<file path="src/rtl/clk_ctrl_pkg.sv">
// constants shared by the clock control block
package clk_ctrl_pkg;
    // ***************************************************************
    // register offsets (byte addresses, one word each)
    // ***************************************************************
    localparam logic [4:0] osc_ctrl_off   = 5'h00;
    localparam logic [4:0] clk_div_off    = 5'h04;
    localparam logic [4:0] pll_fbd_off    = 5'h08;
    localparam logic [4:0] rc_trim_off    = 5'h0C;
    localparam logic [4:0] pll_odiv_off   = 5'h10;
    localparam logic [4:0] unlock_off     = 5'h14;
    // ***************************************************************
    // field positions
    // ***************************************************************
    localparam int cur_src_lsb  = 12;
    localparam int new_src_lsb  = 8;
    localparam int fail_bit     = 3;
    localparam int switch_bit   = 0;
    localparam int roi_bit      = 15;
    localparam int doze_lsb     = 12;
    localparam int doze_en_bit  = 11;
    localparam int rcdiv_lsb    = 8;
    localparam int vco_lsb      = 8;
    localparam int post1_lsb    = 4;
    // ***************************************************************
    // reset values
    // ***************************************************************
    localparam logic [2:0] doze_rst     = 3'h3;
    localparam logic [2:0] rcdiv_rst    = 3'h0;
    localparam logic [3:0] pre_rst      = 4'h1;
    localparam logic [7:0] fbd_rst      = 8'h96;
    localparam logic [5:0] trim_rst     = 6'h00;
    localparam logic [1:0] vco_rst      = 2'h0;
    localparam logic [2:0] post1_rst    = 3'h4;
    localparam logic [2:0] post2_rst    = 3'h1;
    // unlock keys written to the unlock register
    localparam logic [7:0] key_hi_a     = 8'h78;
    localparam logic [7:0] key_hi_b     = 8'h9A;
    localparam logic [7:0] key_lo_a     = 8'h46;
    localparam logic [7:0] key_lo_b     = 8'h57;
    // source codes
    localparam logic [2:0] src_frc      = 3'h0;
    localparam logic [2:0] src_frc_pll  = 3'h1;
    localparam logic [2:0] src_pri_pll  = 3'h3;
    localparam logic [2:0] src_rsvd     = 3'h4;
    // clock switch settle time
    localparam int switch_ns     = 500;
    localparam int clk_ns        = 50;
    localparam int switch_cycles = (switch_ns + clk_ns - 1) / clk_ns;
endpackage

</file>
<file path="src/rtl/sync3.sv">
// three stage synchroniser with agreement filter
`timescale 1ns/1ps
`default_nettype none
module sync3 (
    input  wire logic sys_clk_in, // system clock
    input  wire logic sys_rst_in, // sync reset, high
    input  wire logic async_in,   // raw pin
    output logic      level_out   // filtered level
);
    typedef struct packed {
        logic [2:0] s;
        logic       lvl;
    } st_t;
    st_t st_q, st_d;
    // change counts once stage two and three agree
    always_comb begin
        st_d       = st_q;
        st_d.s     = {st_q.s[1:0], async_in};
        if (st_q.s[1] == st_q.s[2]) begin
            st_d.lvl = st_q.s[2];
        end
    end
    always_ff @(posedge sys_clk_in) begin
        if (sys_rst_in) begin
            st_q <= '0;
        end else begin
            st_q <= st_d;
        end
    end
    assign level_out = st_q.lvl;
endmodule
`default_nettype wire

</file>
<file path="src/rtl/pulse_div.sv">
// divider ratio tick generator: pulses once every ratio cycles
`timescale 1ns/1ps
`default_nettype none
module pulse_div (
    input  wire logic       sys_clk_in, // system clock
    input  wire logic       sys_rst_in, // sync reset, high
    input  wire logic [7:0] ratio_in,   // divide ratio minus one
    output logic            tick_out    // one cycle tick
);
    typedef struct packed {
        logic [7:0] cnt;
        logic       tick;
    } st_t;
    st_t st_q, st_d;
    // counter wraps at the ratio
    always_comb begin
        st_d = st_q;
        if (st_q.cnt >= ratio_in) begin
            st_d.cnt  = 8'h00;
            st_d.tick = 1'b1;
        end else begin
            st_d.cnt  = st_q.cnt + 8'h01;
            st_d.tick = 1'b0;
        end
    end
    always_ff @(posedge sys_clk_in) begin
        if (sys_rst_in) begin
            st_q <= '0;
        end else begin
            st_q <= st_d;
        end
    end
    assign tick_out = st_q.tick;
endmodule
`default_nettype wire

</file>
<file path="src/rtl/clk_ctrl.sv">
// oscillator select, clock divider and pll settings register block
//
// The register offsets and the Avalon-MM interface to the registers were left to the implementer.
`timescale 1ns/1ps
`default_nettype none
module clk_ctrl (
    input  wire logic        sys_clk_in,          // 20 MHz clock
    input  wire logic        sys_rst_in,          // sync reset, high
    input  wire logic [4:0]  avs_address,         // byte address
    input  wire logic        avs_read,            // read strobe
    input  wire logic        avs_write,           // write strobe
    input  wire logic [31:0] avs_writedata,       // write data
    input  wire logic [3:0]  avs_byteenable,      // byte lanes
    output logic [31:0]      avs_readdata,        // read data
    output logic             avs_waitrequest,     // wait
    input  wire logic [2:0]  reset_source_in,     // strap source code
    input  wire logic        monitor_fail_in,     // clock loss pin
    input  wire logic        irq_in,              // any interrupt
    output logic [2:0]       clk_select_out,      // active source
    output logic             clk_gate_out,        // low during swap
    output logic             fail_trap_out,       // failure trap
    output logic [2:0]       rc_postscaler_out,   // rc postscaler code
    output logic [5:0]       rc_trim_code_out,    // rc trim
    output logic [3:0]       pll_prescaler_out,   // pll prescaler
    output logic [7:0]       pll_feedback_value_out, // feedback divide
    output logic [1:0]       vco_output_divider_out, // vco divide
    output logic [2:0]       post_divider_one_out,   // post divide 1
    output logic [2:0]       post_divider_two_out,   // post divide 2
    output logic             cpu_clk_tick_out     // processor tick
);
    // ***************************************************************
    // state
    // ***************************************************************
    typedef enum logic [3:0] {
        sw_idle = 4'b0001,
        sw_gate = 4'b0010,
        sw_swap = 4'b0100,
        sw_done = 4'b1000
    } sw_state_t;

    typedef struct packed {
        sw_state_t   sw;
        logic [7:0]  sw_cnt;
        logic        strap_done;
        logic [2:0]  cur_src;
        logic [2:0]  new_src;
        logic        fail_flag;
        logic        switch_req;
        logic        unlock_hi;
        logic        unlock_hi_arm;
        logic        unlock_lo;
        logic        unlock_lo_arm;
        logic        recover_on_irq;
        logic [2:0]  doze;
        logic        reduction_enable;
        logic [2:0]  rc_postscaler;
        logic [3:0]  pll_prescaler;
        logic [7:0]  pll_feedback_value;
        logic [5:0]  rc_trim_code;
        logic [1:0]  vco_output_divider;
        logic [2:0]  post_divider_one;
        logic [2:0]  post_divider_two;
        logic        trap;
        logic        gate;
        logic        ack;
        logic [31:0] rdata;
    } st_t;

    st_t st_q, st_d;
    logic fail_lvl;
    logic fail_lvl_q;
    logic div_tick;
    logic [7:0] ratio;
    logic wr;
    logic rd;
    logic [15:0] wd;
    logic [15:0] osc_rd;
    logic [15:0] div_rd;

    // the fail pin is asynchronous to this clock
    sync3 u_fail_sync (
        .sys_clk_in (sys_clk_in),
        .sys_rst_in (sys_rst_in),
        .async_in   (monitor_fail_in),
        .level_out  (fail_lvl)
    );

    // ratio is 1:1 unless reduction is enabled
    always_comb begin
        if (st_q.reduction_enable) begin
            ratio = 8'((9'h001 << st_q.doze) - 9'h001);
        end else begin
            ratio = 8'h00;
        end
    end

    pulse_div u_doze (
        .sys_clk_in (sys_clk_in),
        .sys_rst_in (sys_rst_in),
        .ratio_in   (ratio),
        .tick_out   (div_tick)
    );

    always_ff @(posedge sys_clk_in) begin
        if (sys_rst_in) begin
            fail_lvl_q <= 1'b0;
        end else begin
            fail_lvl_q <= fail_lvl;
        end
    end

    // ***************************************************************
    // bus decode: one wait cycle, answer on the second edge
    // ***************************************************************
    assign wr = avs_write & ~st_q.ack;
    assign rd = avs_read & ~st_q.ack;
    assign wd = {avs_byteenable[1] ? avs_writedata[15:8] : 8'h00,
                 avs_byteenable[0] ? avs_writedata[7:0] : 8'h00};

    // readback with reserved positions zero
    assign osc_rd = {1'b0, st_q.cur_src, 1'b0, st_q.new_src,
                     4'h0, st_q.fail_flag, 2'b00, st_q.switch_req};
    assign div_rd = {st_q.recover_on_irq, st_q.doze,
                     st_q.reduction_enable, st_q.rc_postscaler,
                     4'h0, st_q.pll_prescaler};

    always_comb begin
        st_d     = st_q;
        st_d.ack = (avs_read | avs_write) & ~st_q.ack;
        // trap is a one cycle pulse; any set below wins over this
        st_d.trap = 1'b0;
        // windows and key arms last one write, so any write breaks them; reads leave them open
        if (wr) begin
            st_d.unlock_hi     = 1'b0;
            st_d.unlock_lo     = 1'b0;
            st_d.unlock_hi_arm = 1'b0;
            st_d.unlock_lo_arm = 1'b0;
        end
        // catch the strap after reset release
        if (!st_q.strap_done) begin
            st_d.strap_done = 1'b1;
            st_d.cur_src    = reset_source_in;
            st_d.new_src    = reset_source_in;
        end
        // register reads
        st_d.rdata = 32'h0000_0000;
        if (rd) begin
            if (avs_address == clk_ctrl_pkg::osc_ctrl_off) begin
                st_d.rdata = {16'h0000, osc_rd};
            end else if (avs_address == clk_ctrl_pkg::clk_div_off) begin
                st_d.rdata = {16'h0000, div_rd};
            end else if (avs_address == clk_ctrl_pkg::pll_fbd_off) begin
                st_d.rdata = {24'h00_0000, st_q.pll_feedback_value};
            end else if (avs_address == clk_ctrl_pkg::rc_trim_off) begin
                st_d.rdata = {26'h000_0000, st_q.rc_trim_code};
            end else if (avs_address == clk_ctrl_pkg::pll_odiv_off) begin
                st_d.rdata = {22'h00_0000, st_q.vco_output_divider,
                              1'b0, st_q.post_divider_one,
                              1'b0, st_q.post_divider_two};
            end else begin
                st_d.rdata = 32'h0000_0000;
            end
        end
        // register writes
        if (wr) begin
            if (avs_address == clk_ctrl_pkg::unlock_off) begin
                // two keys back to back open each byte
                st_d.unlock_hi_arm = (wd[15:8] == clk_ctrl_pkg::key_hi_a);
                st_d.unlock_lo_arm = (wd[7:0] == clk_ctrl_pkg::key_lo_a);
                st_d.unlock_hi = st_q.unlock_hi_arm &&
                                 wd[15:8] == clk_ctrl_pkg::key_hi_b;
                st_d.unlock_lo = st_q.unlock_lo_arm &&
                                 wd[7:0] == clk_ctrl_pkg::key_lo_b;
            end else if (avs_address == clk_ctrl_pkg::osc_ctrl_off) begin
                st_d.unlock_hi_arm = 1'b0;
                st_d.unlock_lo_arm = 1'b0;
                if (st_q.unlock_hi && avs_byteenable[1]) begin
                    st_d.new_src = wd[10:8];
                end
                if (st_q.unlock_lo && avs_byteenable[0]) begin
                    st_d.fail_flag = wd[3];
                    if (wd[3] && !st_q.fail_flag) begin
                        st_d.trap = 1'b1;
                    end
                    if (wd[0]) begin
                        st_d.switch_req = 1'b1;
                    end
                end
            end else if (avs_address == clk_ctrl_pkg::clk_div_off) begin
                if (avs_byteenable[1]) begin
                    st_d.recover_on_irq = wd[15];
                    st_d.rc_postscaler = wd[10:8];
                    if (!st_q.reduction_enable) begin
                        st_d.doze = wd[14:12];
                    end
                    // enable needs a nonzero field, as it ends up
                    st_d.reduction_enable = wd[11] &&
                                            st_d.doze != 3'h0;
                end
                if (avs_byteenable[0]) begin
                    st_d.pll_prescaler = wd[3:0];
                end
            end else if (avs_address == clk_ctrl_pkg::pll_fbd_off) begin
                if (avs_byteenable[0]) begin
                    st_d.pll_feedback_value = wd[7:0];
                end
            end else if (avs_address == clk_ctrl_pkg::rc_trim_off) begin
                if (avs_byteenable[0]) begin
                    st_d.rc_trim_code = wd[5:0];
                end
            end else if (avs_address == clk_ctrl_pkg::pll_odiv_off) begin
                if (avs_byteenable[1]) begin
                    st_d.vco_output_divider = wd[9:8];
                end
                if (avs_byteenable[0]) begin
                    st_d.post_divider_one = wd[6:4];
                    st_d.post_divider_two = wd[2:0];
                end
            end else begin
                st_d.unlock_hi_arm = 1'b0;
            end
        end
        // recover on interrupt drops reduction back to 1:1
        if (irq_in && st_q.recover_on_irq) begin
            st_d.reduction_enable = 1'b0;
        end
        // hardware set of the fail flag wins over a clear
        if (fail_lvl && !fail_lvl_q) begin
            st_d.fail_flag = 1'b1;
            st_d.trap      = 1'b1;
        end
        // switch sequence: gate clock, swap, ungate, then clear request
        case (st_q.sw)
            sw_idle: begin
                if (st_q.switch_req) begin
                    st_d.sw     = sw_gate;
                    st_d.gate   = 1'b1;
                    st_d.sw_cnt = 8'h00;
                end
            end
            sw_gate: begin
                st_d.sw_cnt = st_q.sw_cnt + 8'h01;
                if (st_q.sw_cnt ==
                    8'(clk_ctrl_pkg::switch_cycles - 1)) begin
                    st_d.sw      = sw_swap;
                    // reserved code falls back to plain fast rc
                    st_d.cur_src = (st_q.new_src == clk_ctrl_pkg::src_rsvd)
                                   ? clk_ctrl_pkg::src_frc
                                   : st_q.new_src;
                end
            end
            sw_swap: begin
                st_d.gate = 1'b0;
                st_d.sw   = sw_done;
            end
            sw_done: begin
                st_d.switch_req = 1'b0;
                st_d.sw         = sw_idle;
            end
            default: begin
                st_d.sw = sw_idle;
            end
        endcase
    end

    // ***************************************************************
    // state register
    // ***************************************************************
    always_ff @(posedge sys_clk_in) begin
        if (sys_rst_in) begin
            st_q                    <= '0;
            st_q.sw                 <= sw_idle;
            st_q.doze               <= clk_ctrl_pkg::doze_rst;
            st_q.rc_postscaler      <= clk_ctrl_pkg::rcdiv_rst;
            st_q.pll_prescaler      <= clk_ctrl_pkg::pre_rst;
            st_q.pll_feedback_value <= clk_ctrl_pkg::fbd_rst;
            st_q.rc_trim_code       <= clk_ctrl_pkg::trim_rst;
            st_q.vco_output_divider <= clk_ctrl_pkg::vco_rst;
            st_q.post_divider_one   <= clk_ctrl_pkg::post1_rst;
            st_q.post_divider_two   <= clk_ctrl_pkg::post2_rst;
        end else begin
            st_q <= st_d;
        end
    end

    // outputs straight from state flops
    assign avs_readdata           = st_q.rdata;
    assign avs_waitrequest        = ~st_q.ack;
    assign clk_select_out         = st_q.cur_src;
    assign clk_gate_out           = ~st_q.gate;
    assign fail_trap_out          = st_q.trap;
    assign rc_postscaler_out      = st_q.rc_postscaler;
    assign rc_trim_code_out       = st_q.rc_trim_code;
    assign pll_prescaler_out      = st_q.pll_prescaler;
    assign pll_feedback_value_out = st_q.pll_feedback_value;
    assign vco_output_divider_out = st_q.vco_output_divider;
    assign post_divider_one_out   = st_q.post_divider_one;
    assign post_divider_two_out   = st_q.post_divider_two;
    assign cpu_clk_tick_out       = div_tick;

    // ***************************************************************
    // checks
    // ***************************************************************
    chk_fail_sets: assert property (@(posedge sys_clk_in)
        disable iff (sys_rst_in) (fail_lvl && !fail_lvl_q) |=> st_q.fail_flag)
        else $error("fail flag not set");
    chk_sw_trap: assert property (@(posedge sys_clk_in)
        disable iff (sys_rst_in)
        (st_q.fail_flag && !$past(st_q.fail_flag)) |-> st_q.trap)
        else $error("no trap on flag set");
    chk_sw_clears: assert property (@(posedge sys_clk_in)
        disable iff (sys_rst_in)
        (st_q.sw == sw_idle && st_q.switch_req) |-> ##[1:40] !st_q.switch_req)
        else $error("switch never finished");
    chk_locked_src: assert property (@(posedge sys_clk_in)
        disable iff (sys_rst_in)
        (!st_q.unlock_hi && st_q.strap_done) |=> $stable(st_q.new_src))
        else $error("source changed while locked");
    chk_irq_recover: assert property (@(posedge sys_clk_in)
        disable iff (sys_rst_in)
        (irq_in && st_q.recover_on_irq) |=> !st_q.reduction_enable)
        else $error("interrupt did not recover");
    chk_ratio_one: assert property (@(posedge sys_clk_in)
        disable iff (sys_rst_in)
        !st_q.reduction_enable |-> ratio == 8'h00 ##1 div_tick)
        else $error("ratio not 1:1");
    chk_doze_hold: assert property (@(posedge sys_clk_in)
        disable iff (sys_rst_in)
        ($past(st_q.reduction_enable) && st_q.reduction_enable)
        |-> $stable(st_q.doze))
        else $error("field changed while enabled");
    chk_en_nonzero: assert property (@(posedge sys_clk_in)
        disable iff (sys_rst_in)
        st_q.reduction_enable |-> st_q.doze != 3'h0)
        else $error("enable with zero field");
    chk_gate_ends: assert property (@(posedge sys_clk_in)
        disable iff (sys_rst_in)
        (st_q.sw == sw_swap) |=> !st_q.gate ##1 !st_q.switch_req)
        else $error("switch tail wrong");
endmodule
`default_nettype wire

</file>
<file path="config.mk">
export PLATFORM = sky130hd
export DESIGN_NAME = clk_ctrl
export DESIGN_NICKNAME = d
export VERILOG_FILES = /design/src/rtl/clk_ctrl_pkg.sv /design/src/rtl/sync3.sv /design/src/rtl/pulse_div.sv /design/src/rtl/clk_ctrl.sv
export SDC_FILE = /design/constraint.sdc
export NUM_CORES = 1
export LEC_CHECK = 0
export BUFFER_PORTS_ARGS = -buffer_cell sky130_fd_sc_hd__buf_4
export CORE_MARGIN = 2
export CORE_UTILIZATION = 30
export DETAILED_ROUTE_END_ITERATION = 10
export PLACE_DENSITY_LB_ADDON = 0.05
export SETUP_SLACK_MARGIN = 0.02
export SLEW_MARGIN = 20
export SYNTH_ARGS = -nofsm -noshare
export SYNTH_HDL_FRONTEND = slang
export SYNTH_SLANG_ARGS = --single-unit
</file>
<file path="constraint.sdc">
create_clock -name sys_clk_in -period 2.97 [get_ports sys_clk_in]
set_input_delay 0 -clock sys_clk_in [delete_from_list [all_inputs] [get_ports sys_clk_in]]
set_output_delay 0 -clock sys_clk_in [all_outputs]
set_load 0.01 [all_outputs]
</file>
# After elaboration in Yosys (flattened, before gate mapping)
# Cells that the tools add are included.
[classes]
n_shift = 1
n_mux = 62
n_reduce_logical = 35
n_eq_ne = 19
order_cmp = 1
bitwise_logic = 12
addsub = 3
[op_table]
columns = ["operator", "n"]
rows = [
  ["$mux W8", 8],
  ["$mux W44", 1],
  ["$mux W35", 1],
  ["$mux W34", 1],
  ["$mux W10", 3],
  ["$mux W3", 10],
  ["$eq A8 B7 Y1 const B", 3],
  ["$mux W12", 2],
  ["$mux W6", 4],
  ["$mux W22", 1],
  ["$mux W1", 18],
  ["$add A8 B1 Y8 const B", 2],
  ["$mux W16", 1],
  ["$pmux W8 S2", 1],
  ["$reduce_and A8 Y1", 2],
  ["$mux W15", 1],
  ["$reduce_and A5 Y1", 3],
  ["$mux W14", 1],
  ["$mux W4", 3],
  ["$pmux W4 S3", 1],
  ["$eq A5 B4 Y1 const B", 2],
  ["$eq A5 B5 Y1 const B", 2],
  ["$mux W5", 2],
  ["$reduce_bool A2 Y1", 5],
  ["other kinds (31)", 55],
]
[totals]
elab_cells = 166
in_bits = 50
register_bits = 108
out_inout_bits = 68

# Longest topological paths before layout
# Gate-level depths: netlist (run 1).
[depth]
ltp_word = 15
ltp_mapped = 13
mapped_depth_nobuf = 12

# By module
# A second synthesis (run 1) with hierarchy kept.
[unflattened]
cells_unflattened = 552
area_unflattened_um2 = 4857.2
[modules_own_cells]
columns = ["mod", "cells_per_inst", "seq_area_each_um2", "instances", "area_per_inst_um2"]
rows = [
  ["clk_ctrl", 483, 1581.5, 1, 4139.0],
  ["pulse_div", 59, 180.2, 1, 605.6],
  ["sync3", 10, 80.1, 1, 112.6],
]

# Worst setup path before layout (run 1)
# No wires, ideal clock.
[synth_timing]
kind = "reg-to-reg"
start = "reg st_q (netlist bit div_rd[12])"
end = "reg u_doze.st_q (netlist bit u_doze.tick_out)"
synth_period_minus_slack_ns = 2.683
n_path_buf = 1
required_ns = 2.855
slack_ns = 0.287
stages_incl_launch_ff = 13
t_arrival_ns = 2.568
path_cell_list = "dfxtp_1 > clkbuf_1 > or3_1 > ha_1 > nor3b_1 > a21oi_1 > o21ai_0 > nand2_1 > ha_1 > or4_1 > a21oi_1 > o31ai_2 > and2_1"
[synth_between]
elab_chain_len = 5
[synth_rtl]
columns = ["element", "line_no", "source"]
rows = [
  ["from (decl)", "clk_ctrl.sv:69", "st_t st_q, st_d;"],
  ["from (signal assigned)", "clk_ctrl.sv:282", "st_q <= st_d;"],
  ["$shl A1 B3 Y8", "clk_ctrl.sv:91", "ratio = 8'((9'h001 << st_q.doze) - 9'h001);"],
  ["$sub A8 B1 Y8", "clk_ctrl.sv:91", ""],
  ["$mux W8", "clk_ctrl.sv:90", "if (st_q.reduction_enable) begin"],
  ["$ge A8 B8 Y1", "pulse_div.sv:18", "if (st_q.cnt >= ratio_in) begin"],
  ["$mux W1", "pulse_div.sv:18", ""],
  ["to (signal assigned)", "pulse_div.sv:30", "st_q <= st_d;"],
  ["to (decl)", "pulse_div.sv:14", "st_t st_q, st_d;"],
]
# Every way passes these cells.
# A chain may end at the register's enable or synchronous reset.

# Worst setup path in the final report (run 1)
[layout_timing]
start = "reg st_q (netlist bit div_rd[13])"
end = "reg u_doze.st_q (netlist bit u_doze.tick_out)"
# Same word-level chain as after synthesis.

==> results of run 1 <==
==> worst min path at each step <==
stage | startpoint | end
floorplan | avs_writedata[4] | register
global placement | monitor_fail_in | u_fail_sync.st_d[2]
detailed placement | monitor_fail_in | u_fail_sync.st_d[2]
CTS | reset_source_in[2] | clk_select_out[2]
global route | reset_source_in[2] | clk_select_out[2]
finish | reset_source_in[2] | clk_select_out[2]
==> metrics by stage <==
stage | utilization, % | cell area, µm² | power (W) | std cells | worst slack, ns
6_report | 37.3 | 5710 | 0.00260 | 811 | 0.274
4_1_cts | 37.2 | 5690 | 0.00264 | 811 | 0.187
3_5_place_dp | 33.4 | 5120 | 0.00148 | 767 | 0.219
2_1_floorplan | - | 4780 | 0.00141 | 557 | 0.287
5_1_grt | 37.3 | 5710 | 0.00271 | 811 | 0.0229
3_3_place_gp | 33.4 | 5120 | 0.00148 | 767 | 0.207
==> per-layer routing <==
layer	track usage (%)	vias to the layer above
li1	-	1917
met1	20.3	1771
met2	25.1	75
met3	4.79	15
met4	4.17	0
met5	0	-
==> power groups by stage <==
stage / clock network [W] / logic (W) / registers, W
after global routing: 0.00121 / 0.000240 / 0.00126
after detailed placement: 0 / 0.000190 / 0.00129
after CTS: 0.00116 / 0.000219 / 0.00126
after global placement: 0 / 0.000190 / 0.00129
after floorplan: 0 / 0.000125 / 0.00128
final: 0.00112 / 0.000219 / 0.00126
==> synth_stat cells (2+ instances only) <==
| library cell | n |
|---|---|
| nand2b_1 | 18 |
| a22oi_1 | 3 |
| conb_1 | 2 |
| xnor2_1 | 2 |
| inv_1 | 12 |
| nand3_1 | 19 |
| or3_1 | 6 |
| o21ai_0 | 11 |
| o2bb2ai_1 | 2 |
| or2_2 | 2 |
| ha_1 | 12 |
| o21a_1 | 2 |
| and4_1 | 2 |
| and3_1 | 6 |
| and2_1 | 7 |
| nor2_1 | 44 |
| a211oi_1 | 2 |
| nor3_2 | 2 |
| nor3b_1 | 11 |
| nor3_1 | 20 |
| buf_2 | 5 |
| a21oi_1 | 30 |
| clkbuf_1 | 18 |
| a311oi_1 | 6 |
| nor2b_1 | 6 |
| buf_4 | 66 |
| nor3_4 | 2 |
| nand3b_1 | 5 |
| a22o_1 | 6 |
| mux2_2 | 2 |
| nor4_1 | 4 |
| nand2_1 | 45 |
| o211ai_1 | 5 |
| xor2_1 | 6 |
| nand4_1 | 7 |
| nor4b_1 | 4 |
| mux2i_1 | 30 |
| dfxtp_1 | 92 |
==> flip-flops by register name, summed over array words and instances (netlist names), named ones only <==
register and count:
fail_lvl_q 1, post_divider_two_out 3, rc_postscaler_out 3, clk_select_out 3
u_fail_sync.st_d 2, post_divider_one_out 3, rc_trim_code_out 6, fail_trap_out 1
vco_output_divider_out 2, u_doze.st_q 8, avs_readdata 16, pll_feedback_value_out 8
st_q 15, pll_prescaler_out 4, div_rd 5, u_fail_sync.st_q 1
osc_rd 5, u_doze.tick_out 1, u_fail_sync.level_out 1
==> area by class of cell <==
class | count | area, µm² | share of cell area [%]
well taps | 211 | 264 | 4.63
clock buffers | 11 | 233 | 4.08
inverters | 12 | 45.0 | 0.789
flip-flops and latches | 92 | 1840 | 32.3
repair buffers | 120 | 976 | 17.1
multi-input cells | 362 | 2310 | 40.4
clock inverters | 3 | 40.0 | 0.702
==> worst max-delay path, stage by stage, from the launching register on <==
cell and delay (ns):
dfxtp_2 0.37, or3_1 0.34, ha_1 0.22, nor3b_2 0.15, a21oi_1 0.05, o21ai_0 0.16, nand2_1 0.09, ha_1 0.20
or4_1 0.49, a21oi_2 0.14, o31ai_2 0.09, buf_4 0.15, and2_1 0.14
==> timing repair <==
action	CTS	global route
endpoints found under the setup margin	0	9
buffers inserted	0	0
gates resized for setup	0	4
hold buffers	30	0
hold endpoints to repair	40	0
==> kinds of logic after synthesis <==
kind of cell / after synthesis
compound gates: 76
xor+xnor: 8
fa+ha+maj: 12
buf+inv: 103
flops: 92
mux: 32
other cells: 2
simple gates: 217
==> placed cells by master (no fill, tap or decap), types with 3 or more instances in the layout <==
cell and count:
and3_1 6, conb_1 17, o21ai_0 11, nand2_1 45, nor2_1 44, nor4_1 4
ha_1 12, dfxtp_1 91, and2_1 7, clkbuf_16 9, inv_1 12, mux2i_1 30
a311oi_1 6, nand4_1 7, or3_1 6, o211ai_1 5, a22oi_1 3, nand2b_1 18
dlygate4sd3_1 30, nor4b_1 4, a21oi_1 29, buf_4 90, nor3_1 20, nand3_1 19
nor3b_1 9, nor2b_1 6, xor2_1 6, nand3b_1 5, a22o_1 6
==> reports/summary.txt, run 1 <==
outcome: complete, no violations
IO Count: 118
Crit Reg-Reg Endpoint: u_doze.tick_out
period utilisation layout: 90.8%
first-pass iteration count of the detailed router: 5
final wirelength: 12.7 mm
fraction of layout cells with a size suffix above 1: 19.8%
Synth Flop Type: dfxtp_1
number of remaining DRC errors: 0
Top Metal Used: met4
Leak: 2.30 nW
WHS: 0.0309 ns
clk slew on worst S/H paths: 0.07 ns
via/cell ratio: 4.66
WL met1: 6.01 mm
mapped cell area: 4730 µm²
Syn Area/Cell: 8.72 µm²
routability congestion estimate: 0.803
cell taking the most area after synthesis: dfxtp_1
fmax: 371 MHz
Clock H-tree levels: 3
area delta synth->final: 20.7%
Reg2Reg Depth: 12
number of buffers created by CTS: 9
core area: 15300 µm²
simple-gate share of the synthesized area: 25.1%
kind of critical path: register to register
CTS Sinks: 92
CP Max Fanout: 10
unrepaired setup endpoints after global routing: no
first element of the critical path: div_rd[13]
CTS root buf: clkbuf_16
Least-Margin Pin Slew: 0.778 ns
largest cells by area after synthesis: dfxtp_1 (39%), buf_4 (10%), mux2i_1 (6.4%)
post-synth top area share: 39.0%
Worst R2R Start: div_rd[13]
DRT iter0 DRCs: 142
main combinational cell family by area after synthesis: simple AND/OR/NAND/NOR gates
adder-cell area share of the yosys netlist: 3.18%
Worst Clk Skew: 0.00642 ns
Period minus WS final: 2.70 ns
Switching Share: 23.5%
CP endpoint: u_doze.tick_out
register area share after synthesis: 39.0%
Final setup viols: 0
initial antenna violation count: 0
CP Data Arrival Time: 2.93 ns
Fin. Hold Viols: 0
Buffers on Ports: 83
Switch Pwr: 0.000612 W
synthesized flop and latch total: 92
Yosys cell types: 56
WHS Path Cells: 3
pin count of the biggest net entering global routing: 67
clock network fraction of design power: 43.0%
EDFF count, synth: 0
Bufs on Longest Clock Path: 2
fraction of registers with async set/reset: 0%
initial core utilization: 30.9%
die area: 16800 µm²
later-pin clock latency in the skew report: 0.35 ns
Rel. slew slack: 48.0%
CTS tree: built
number of global-route vias before repair: 3626
Vias: 3778
All-Layer GR Usage: 15.6%
Routed Antenna Nets: 0
P_int: 0.00199 W
Met3 Routed Length: 599 µm
Avg WL per Cell: 15.7 µm
Setup TNS: 0 ns
Req. time, crit path: 3.21 ns
total gr overflow: 0
Final Max Slew Viols: 0
Hold WC Path Type: input port to register
combinational share of power: 8.4%
final-stage net count: 659
fraction of synthesized area in multiplexers: 6.83%
fillcell total: 1616
Flop pwr share: 48.6%
Power per Cell Area: 456 nW/µm²
reg2reg setup slack: 0.27 ns
post-synthesis instance total: 542
Peak VDD IR: 0.237 mV
die width: 130 µm
global-route wire length before repair: 19.9 mm
max cap viols: 0
HPWL Detailed: 8.96 mm
Compound-Gate Fraction of Synth Area: 10.6%
CP endpoint kind: register
CP Launch Type: register
# rows: 45
Die Y-Extent: 130 µm
met2 wire length: 5.94 mm
Synth Area in XOR/XNOR: 1.48%
Syn. warnings: 0
# diodes: 0
No activity file was read; power rests on OpenSTA's default activity.
==> run 2, diff against run 1 <==
--- a/config.mk
+++ b/config.mk
@@ -6,6 +6,8 @@
 export NUM_CORES = 1
 export LEC_CHECK = 0
 export BUFFER_PORTS_ARGS = -buffer_cell sky130_fd_sc_hd__buf_4
+export CELL_PAD_IN_SITES_DETAIL_PLACEMENT = 1
+export CELL_PAD_IN_SITES_GLOBAL_PLACEMENT = 1
 export CORE_MARGIN = 2
 export CORE_UTILIZATION = 30
 export DETAILED_ROUTE_END_ITERATION = 10
@@ -15,3 +17,4 @@
 export SYNTH_ARGS = -nofsm -noshare
 export SYNTH_HDL_FRONTEND = slang
 export SYNTH_SLANG_ARGS = --single-unit
+export TNS_END_PERCENT = 5
==> constraint.sdc (replaced) <==
create_clock -name sys_clk_in -period 2.97 [get_ports sys_clk_in]
set_input_delay 0 -clock sys_clk_in [delete_from_list [all_inputs] [get_ports sys_clk_in]]
set_output_delay 0 -clock sys_clk_in [all_outputs]
set_load 0.02 [all_outputs]
==> run 2 against run 1 <==
  * Worst setup slack worse by 0.0059 ns
  * Core utilization rose by 0.18 points
  * Wire length is 6.6% higher
  * Global-route usage increased by 1.3 points
  * Sequential share of layout area fell by 0.16 points
  * Sequential power about the same
  * Hold slack worse by 0.0063 ns
  * Critical path depth fell by 1
  * Critical path type unchanged
  * Largest cell class unchanged
  * Die area unchanged
==> reports/summary.txt, run 2 (synthesized netlist as in run 1, its figures left out) <==
Cells after DPL: 769
CP Launch Type: register
commonest non-fill, non-tap cell in the layout: buf_4
Final setup viols: 0
area delta synth->final: 21.3%
die width: 130 µm
CTS tree: built
Die Y-Extent: 130 µm
Bufs on Longest Clock Path: 2
Final Core Density: 37.4%
Avg WL per Cell: 16.6 µm
pin count of the biggest net entering global routing: 50
Vias: 3859
# diodes: 0
unrepaired setup endpoints after global routing: no
GRT Max-Usage Layer: met2
max cap viols: 0
Switch Pwr: 0.000643 W
CTS Sinks: 92
Hold WC Path Type: input port to register
Peak VDD IR: 0.260 mV
kind of critical path: register to register
Period minus WS final: 2.70 ns
GR Layer Usage met1: 21.6%
core area: 15300 µm²
Buffers on Ports: 83
initial core utilization: 30.9%
Crit path largest cell delay: 0.54 ns
# rows: 45
combinational share of power: 9.1%
Final Max Slew Viols: 0
Switching Share: 25.0%
outcome: complete, no violations
commonest non-fill, non-tap cells in the layout: buf_4 (92), dfxtp_1 (91), nand2_1 (45)
Fin. Hold Viols: 0
global-route wire length before repair: 21.4 mm
fmax: 370 MHz
CP Max Fanout: 10
clk slew on worst S/H paths: 0.06 ns
cell chain of the critical path: or3_1 -> ha_1 -> buf_4 -> xor2_1 -> nand2_1 -> ha_1 -> or4_1 -> a21oi_2 -> o31ai_2 -> buf_4 -> nor3b_1
Post-Layout Cell Count: 817
Least-Margin Pin Slew: 0.863 ns
fillcell total: 1805
via/cell ratio: 4.72
max FFs per register: 16
IO Count: 118
Clock H-tree levels: 3
P_int: 0.00193 W
clock network fraction of design power: 41.8%
Leak: 2.33 nW
fraction of layout cells with a size suffix above 1: 20.3%
final-stage net count: 663
HPWL Detailed: 9.78 mm
CP endpoint kind: register
CTS root buf: clkbuf_16
Flop pwr share: 49.0%
Rel. slew slack: 42.4%
CP Data Arrival Time: 2.97 ns
Req. time, crit path: 3.24 ns
first-pass iteration count of the detailed router: 4
later-pin clock latency in the skew report: 0.35 ns
Worst Clk Skew: 0.00696 ns
GR Util met2: 27.2%
Power per Cell Area: 449 nW/µm²
total gr overflow: 0
Slowest-stage cell, CP: or4_1
All-Layer GR Usage: 16.8%
number of remaining DRC errors: 0
DRT iter0 DRCs: 124
Setup TNS: 0 ns
number of global-route vias before repair: 3923
GR Layer Usage met3: 4.83%
die area: 16800 µm²
routability congestion estimate: 0.775
final wirelength: 13.6 mm
period utilisation layout: 91.0%
initial antenna violation count: 0
Routed Antenna Nets: 0
number of buffers created by CTS: 9
[run 2: layout make-up]
type                    count  area [µm²]  share of cell area [%]
multi-input cells         362        2300                    40.1
clock inverters             5        27.5                   0.480
repair buffers            124        1010                    17.6
flip-flops and latches     92        1840                    32.1
clock buffers              11         243                    4.23
well taps                 211         264                    4.60
inverters                  12        45.0                   0.786
[run 2: worst max-delay path: cells and delay by family, from the launching register on]
kind,cells,cell delay (ns)
simple gates,4,1.12
fa+ha+maj,2,0.42
flops,1,0.37
xor+xnor,1,0.15
buf+inv,2,0.32
compound gates,2,0.23
[run 2: final timing paths]
kind,startpoint,to,slack [ns],cells after the start
worst max-delay path,div_rd[13],u_doze.st_q[2],0.27,11
worst min-delay path,avs_writedata[14],div_rd[14],0.02,3
worst max register to register,div_rd[13],u_doze.st_q[2],0.27,11
worst min register to register,u_fail_sync.st_d[2],u_fail_sync.st_d[3],0.44,1
[run 2: metrics by stage]
step                hold slack [ns]  total power [W]  setup slack (ns)  cell area [µm²]
finish                       0.0246          0.00257             0.268             5730
detailed placement            0.223          0.00150             0.177             5130
CTS                          0.0121          0.00263             0.143             5720
floorplan                     0.101          0.00142             0.287             4780
global placement              0.221          0.00150             0.203             5130
global route                 0.0211          0.00270            0.0338             5730
[run 2: layer usage]
metal | wire, µm | up-vias
met5 | 0 | -
met4 | 216 | 0
met3 | 634 | 15
met2 | 6370 | 71
met1 | 6340 | 1857
li1 | - | 1916
[run 2: timing repair]
action	in CTS	in global routing
hold endpoints to repair	40	0
resized for setup	0	3
setup endpoints to repair	0	9
hold buffers	32	0
setup buffers	0	0
[run 2: power by group through the flow]
stage	combinational, W	sequential, W	clock [W]
4_1_cts	0.000237	0.00126	0.00113
3_5_place_dp	0.000209	0.00129	0
5_1_grt	0.000258	0.00126	0.00118
2_1_floorplan	0.000139	0.00129	0
6_report	0.000235	0.00126	0.00108
3_3_place_gp	0.000208	0.00129	0
==> run 3, diff against run 2 <==
--- a/config.mk
+++ b/config.mk
@@ -7,7 +7,7 @@
 export LEC_CHECK = 0
 export BUFFER_PORTS_ARGS = -buffer_cell sky130_fd_sc_hd__buf_4
 export CELL_PAD_IN_SITES_DETAIL_PLACEMENT = 1
-export CELL_PAD_IN_SITES_GLOBAL_PLACEMENT = 1
+export CELL_PAD_IN_SITES_GLOBAL_PLACEMENT = 2
 export CORE_MARGIN = 2
 export CORE_UTILIZATION = 30
 export DETAILED_ROUTE_END_ITERATION = 10
==> run 3 against run 2 <==
  * Clock skew is 0.00082 ns higher
  * Global-route usage is 0.29 points higher
  * Sequential power hardly changed
  * Cell area is 0.48% lower
  * Hold slack worse by 0.0059 ns
  * Non-clock buffer count is 5 lower
  * Count of clock-buffer cells in the layout is 1 higher
  * Wire length hardly changed
  * Flip-flop and latch count stayed put
  * Cell count is 0.86% lower
  * First-iteration DRC count is 31% higher
  * Sequential share of layout area is 0.13 points higher
  * Critical endpoint unchanged
==> reports/summary.txt, run 3 (synthesized netlist as in run 1, its figures left out) <==
Bufs on Longest Clock Path: 2
All-Layer GR Usage: 17.1%
CP endpoint kind: register
number of global-route vias before repair: 3964
Fin. Hold Viols: 0
Final Max Slew Viols: 0
commonest non-fill, non-tap cell in the layout: buf_4
area delta synth->final: 20.7%
Final setup viols: 0
Clock H-tree levels: 3
Hold WC Path Type: input port to register
fmax: 368 MHz
# diodes: 0
cell repeated most along the worst path: ha_1
core area: 15300 µm²
Worst Clk Skew: 0.00778 ns
kind of critical path: register to register
Routed Antenna Nets: 0
total gr overflow: 0
initial core utilization: 30.9%
CTS root buf: clkbuf_16
CP Data Arrival Time: 2.99 ns
Die Y-Extent: 130 µm
pin count of the biggest net entering global routing: 67
Rel. slew slack: 42.9%
Crit path largest cell delay: 0.50 ns
CTS tree: built
Req. time, crit path: 3.24 ns
area occupied by registers: 1840 µm²
cell chain of the critical path: or3_1 -> ha_1 -> nor3b_1 -> a21oi_1 -> o21ai_1 -> nand2_1 -> ha_1 -> or4_1 -> a21oi_2 -> o31ai_2 -> buf_4 -> nor3b_2
CTS Sinks: 92
clk slew on worst S/H paths: 0.07 ns
die area: 16800 µm²
number of buffers created by CTS: 9
Peak VDD IR: 0.258 mV
Power per Cell Area: 465 nW/µm²
number of remaining DRC errors: 0
Design Power: 0.00265 W
unrepaired setup endpoints after global routing: yes
outcome: complete, no violations
commonest non-fill, non-tap cells in the layout: buf_4 (93), dfxtp_1 (92), nand2_1 (45)
HPWL Detailed: 9.74 mm
# rows: 45
max FFs per register: 16
IO Count: 118
fraction of layout cells with a size suffix above 1: 20.4%
Avg WL per Cell: 16.8 µm
Least-Margin Pin Slew: 0.854 ns
Leak: 2.31 nW
max cap viols: 0
die width: 130 µm
WHS: 0.0187 ns
Multi-input gate area: 2310 µm²
final wirelength: 13.6 mm
Period minus WS final: 2.72 ns
Buffers on Ports: 83
CP Launch Type: register
setup repair bufs after CTS: 0
Vias: 3906
Slowest-stage cell, CP: or4_1
later-pin clock latency in the skew report: 0.35 ns
routability congestion estimate: 0.761
CP Max Fanout: 8
global-route wire length before repair: 21.8 mm
via/cell ratio: 4.82
initial antenna violation count: 0
period utilisation layout: 91.4%
fillcell total: 1780
DRT iter0 DRCs: 163
first-pass iteration count of the detailed router: 4
final-stage net count: 658
==> run 3: cell count changes in the layout (fill, tap and decap cells not counted), sizes merged <==
cell,delta
clkinv,-3
clkbuf,+1
dlygate4sd3,-6
buf,+1
clkinvlp,-1
bufinv,+1
==> run 3: timing repair <==
item                                   in CTS  in global routing
setup endpoints to repair                   0                  8
hold buffers                               26                  0
resized for setup                           0                  4
endpoints found under the hold margin      35                  0
==> run 3: worst max-delay path: cells and delay by family (launching register included) <==
kind                       cells  cell delay, ns
DFF                            1            0.31
and+or+nand+nor                5            1.33
buffers and inverters          1            0.18
AOI/OAI and AO/OA              4            0.42
adders and majority gates      2            0.42
==> run 3: final cells by class <==
type                            count  share of cell area, %
Clock buffer                       12                   4.49
Clock inverter                      2                  0.614
Inverter                           12                  0.789
Multi-Input combinational cell    362                   40.4
Sequential cell                    92                   32.3
Tap cell                          211                   4.63
Timing Repair Buffer              119                   16.8
==> run 3: power by group <==
part	internal [W]	total (W)	switching (W)
clock network	0.000688	0.00116	0.000469
registers	0.00125	0.00126	0.0000142
logic	0.0000958	0.000234	0.000139
==> run 3: final timing paths <==
path | depth (start not counted) | endpoint | slack [ns] | from
max | 12 | u_doze.st_q[2] | 0.25 | div_rd[14]
min | 3 | div_rd[12] | 0.02 | avs_writedata[12]
max reg2reg | 12 | u_doze.st_q[2] | 0.25 | div_rd[14]
min reg2reg | 1 | u_fail_sync.st_d[3] | 0.44 | u_fail_sync.st_d[2]
==> run 3: through the flow <==
stage               std cells  setup slack (ns)  instance area, µm²   TNS [ns]  utilization, %
floorplan                 557             0.287                4780          0               -
global placement          770             0.253                5140          0            33.6
detailed placement        770             0.134                5140          0            33.6
CTS                       810             0.120                5690          0            37.2
global route              810         -0.000124                5710  -0.000124            37.3
finish                    810             0.254                5710          0            37.3
==> run 3: routing by layer <==
layer	wire, µm	share of wire [%]	track usage (%)	vias up
met1	6200	46	21.9	1908
met4	163	1.2	4.55	0
li1	-	-	-	1914
met5	0	0	0	-
met3	592	4.4	4.34	12
met2	6610	49	28.7	72
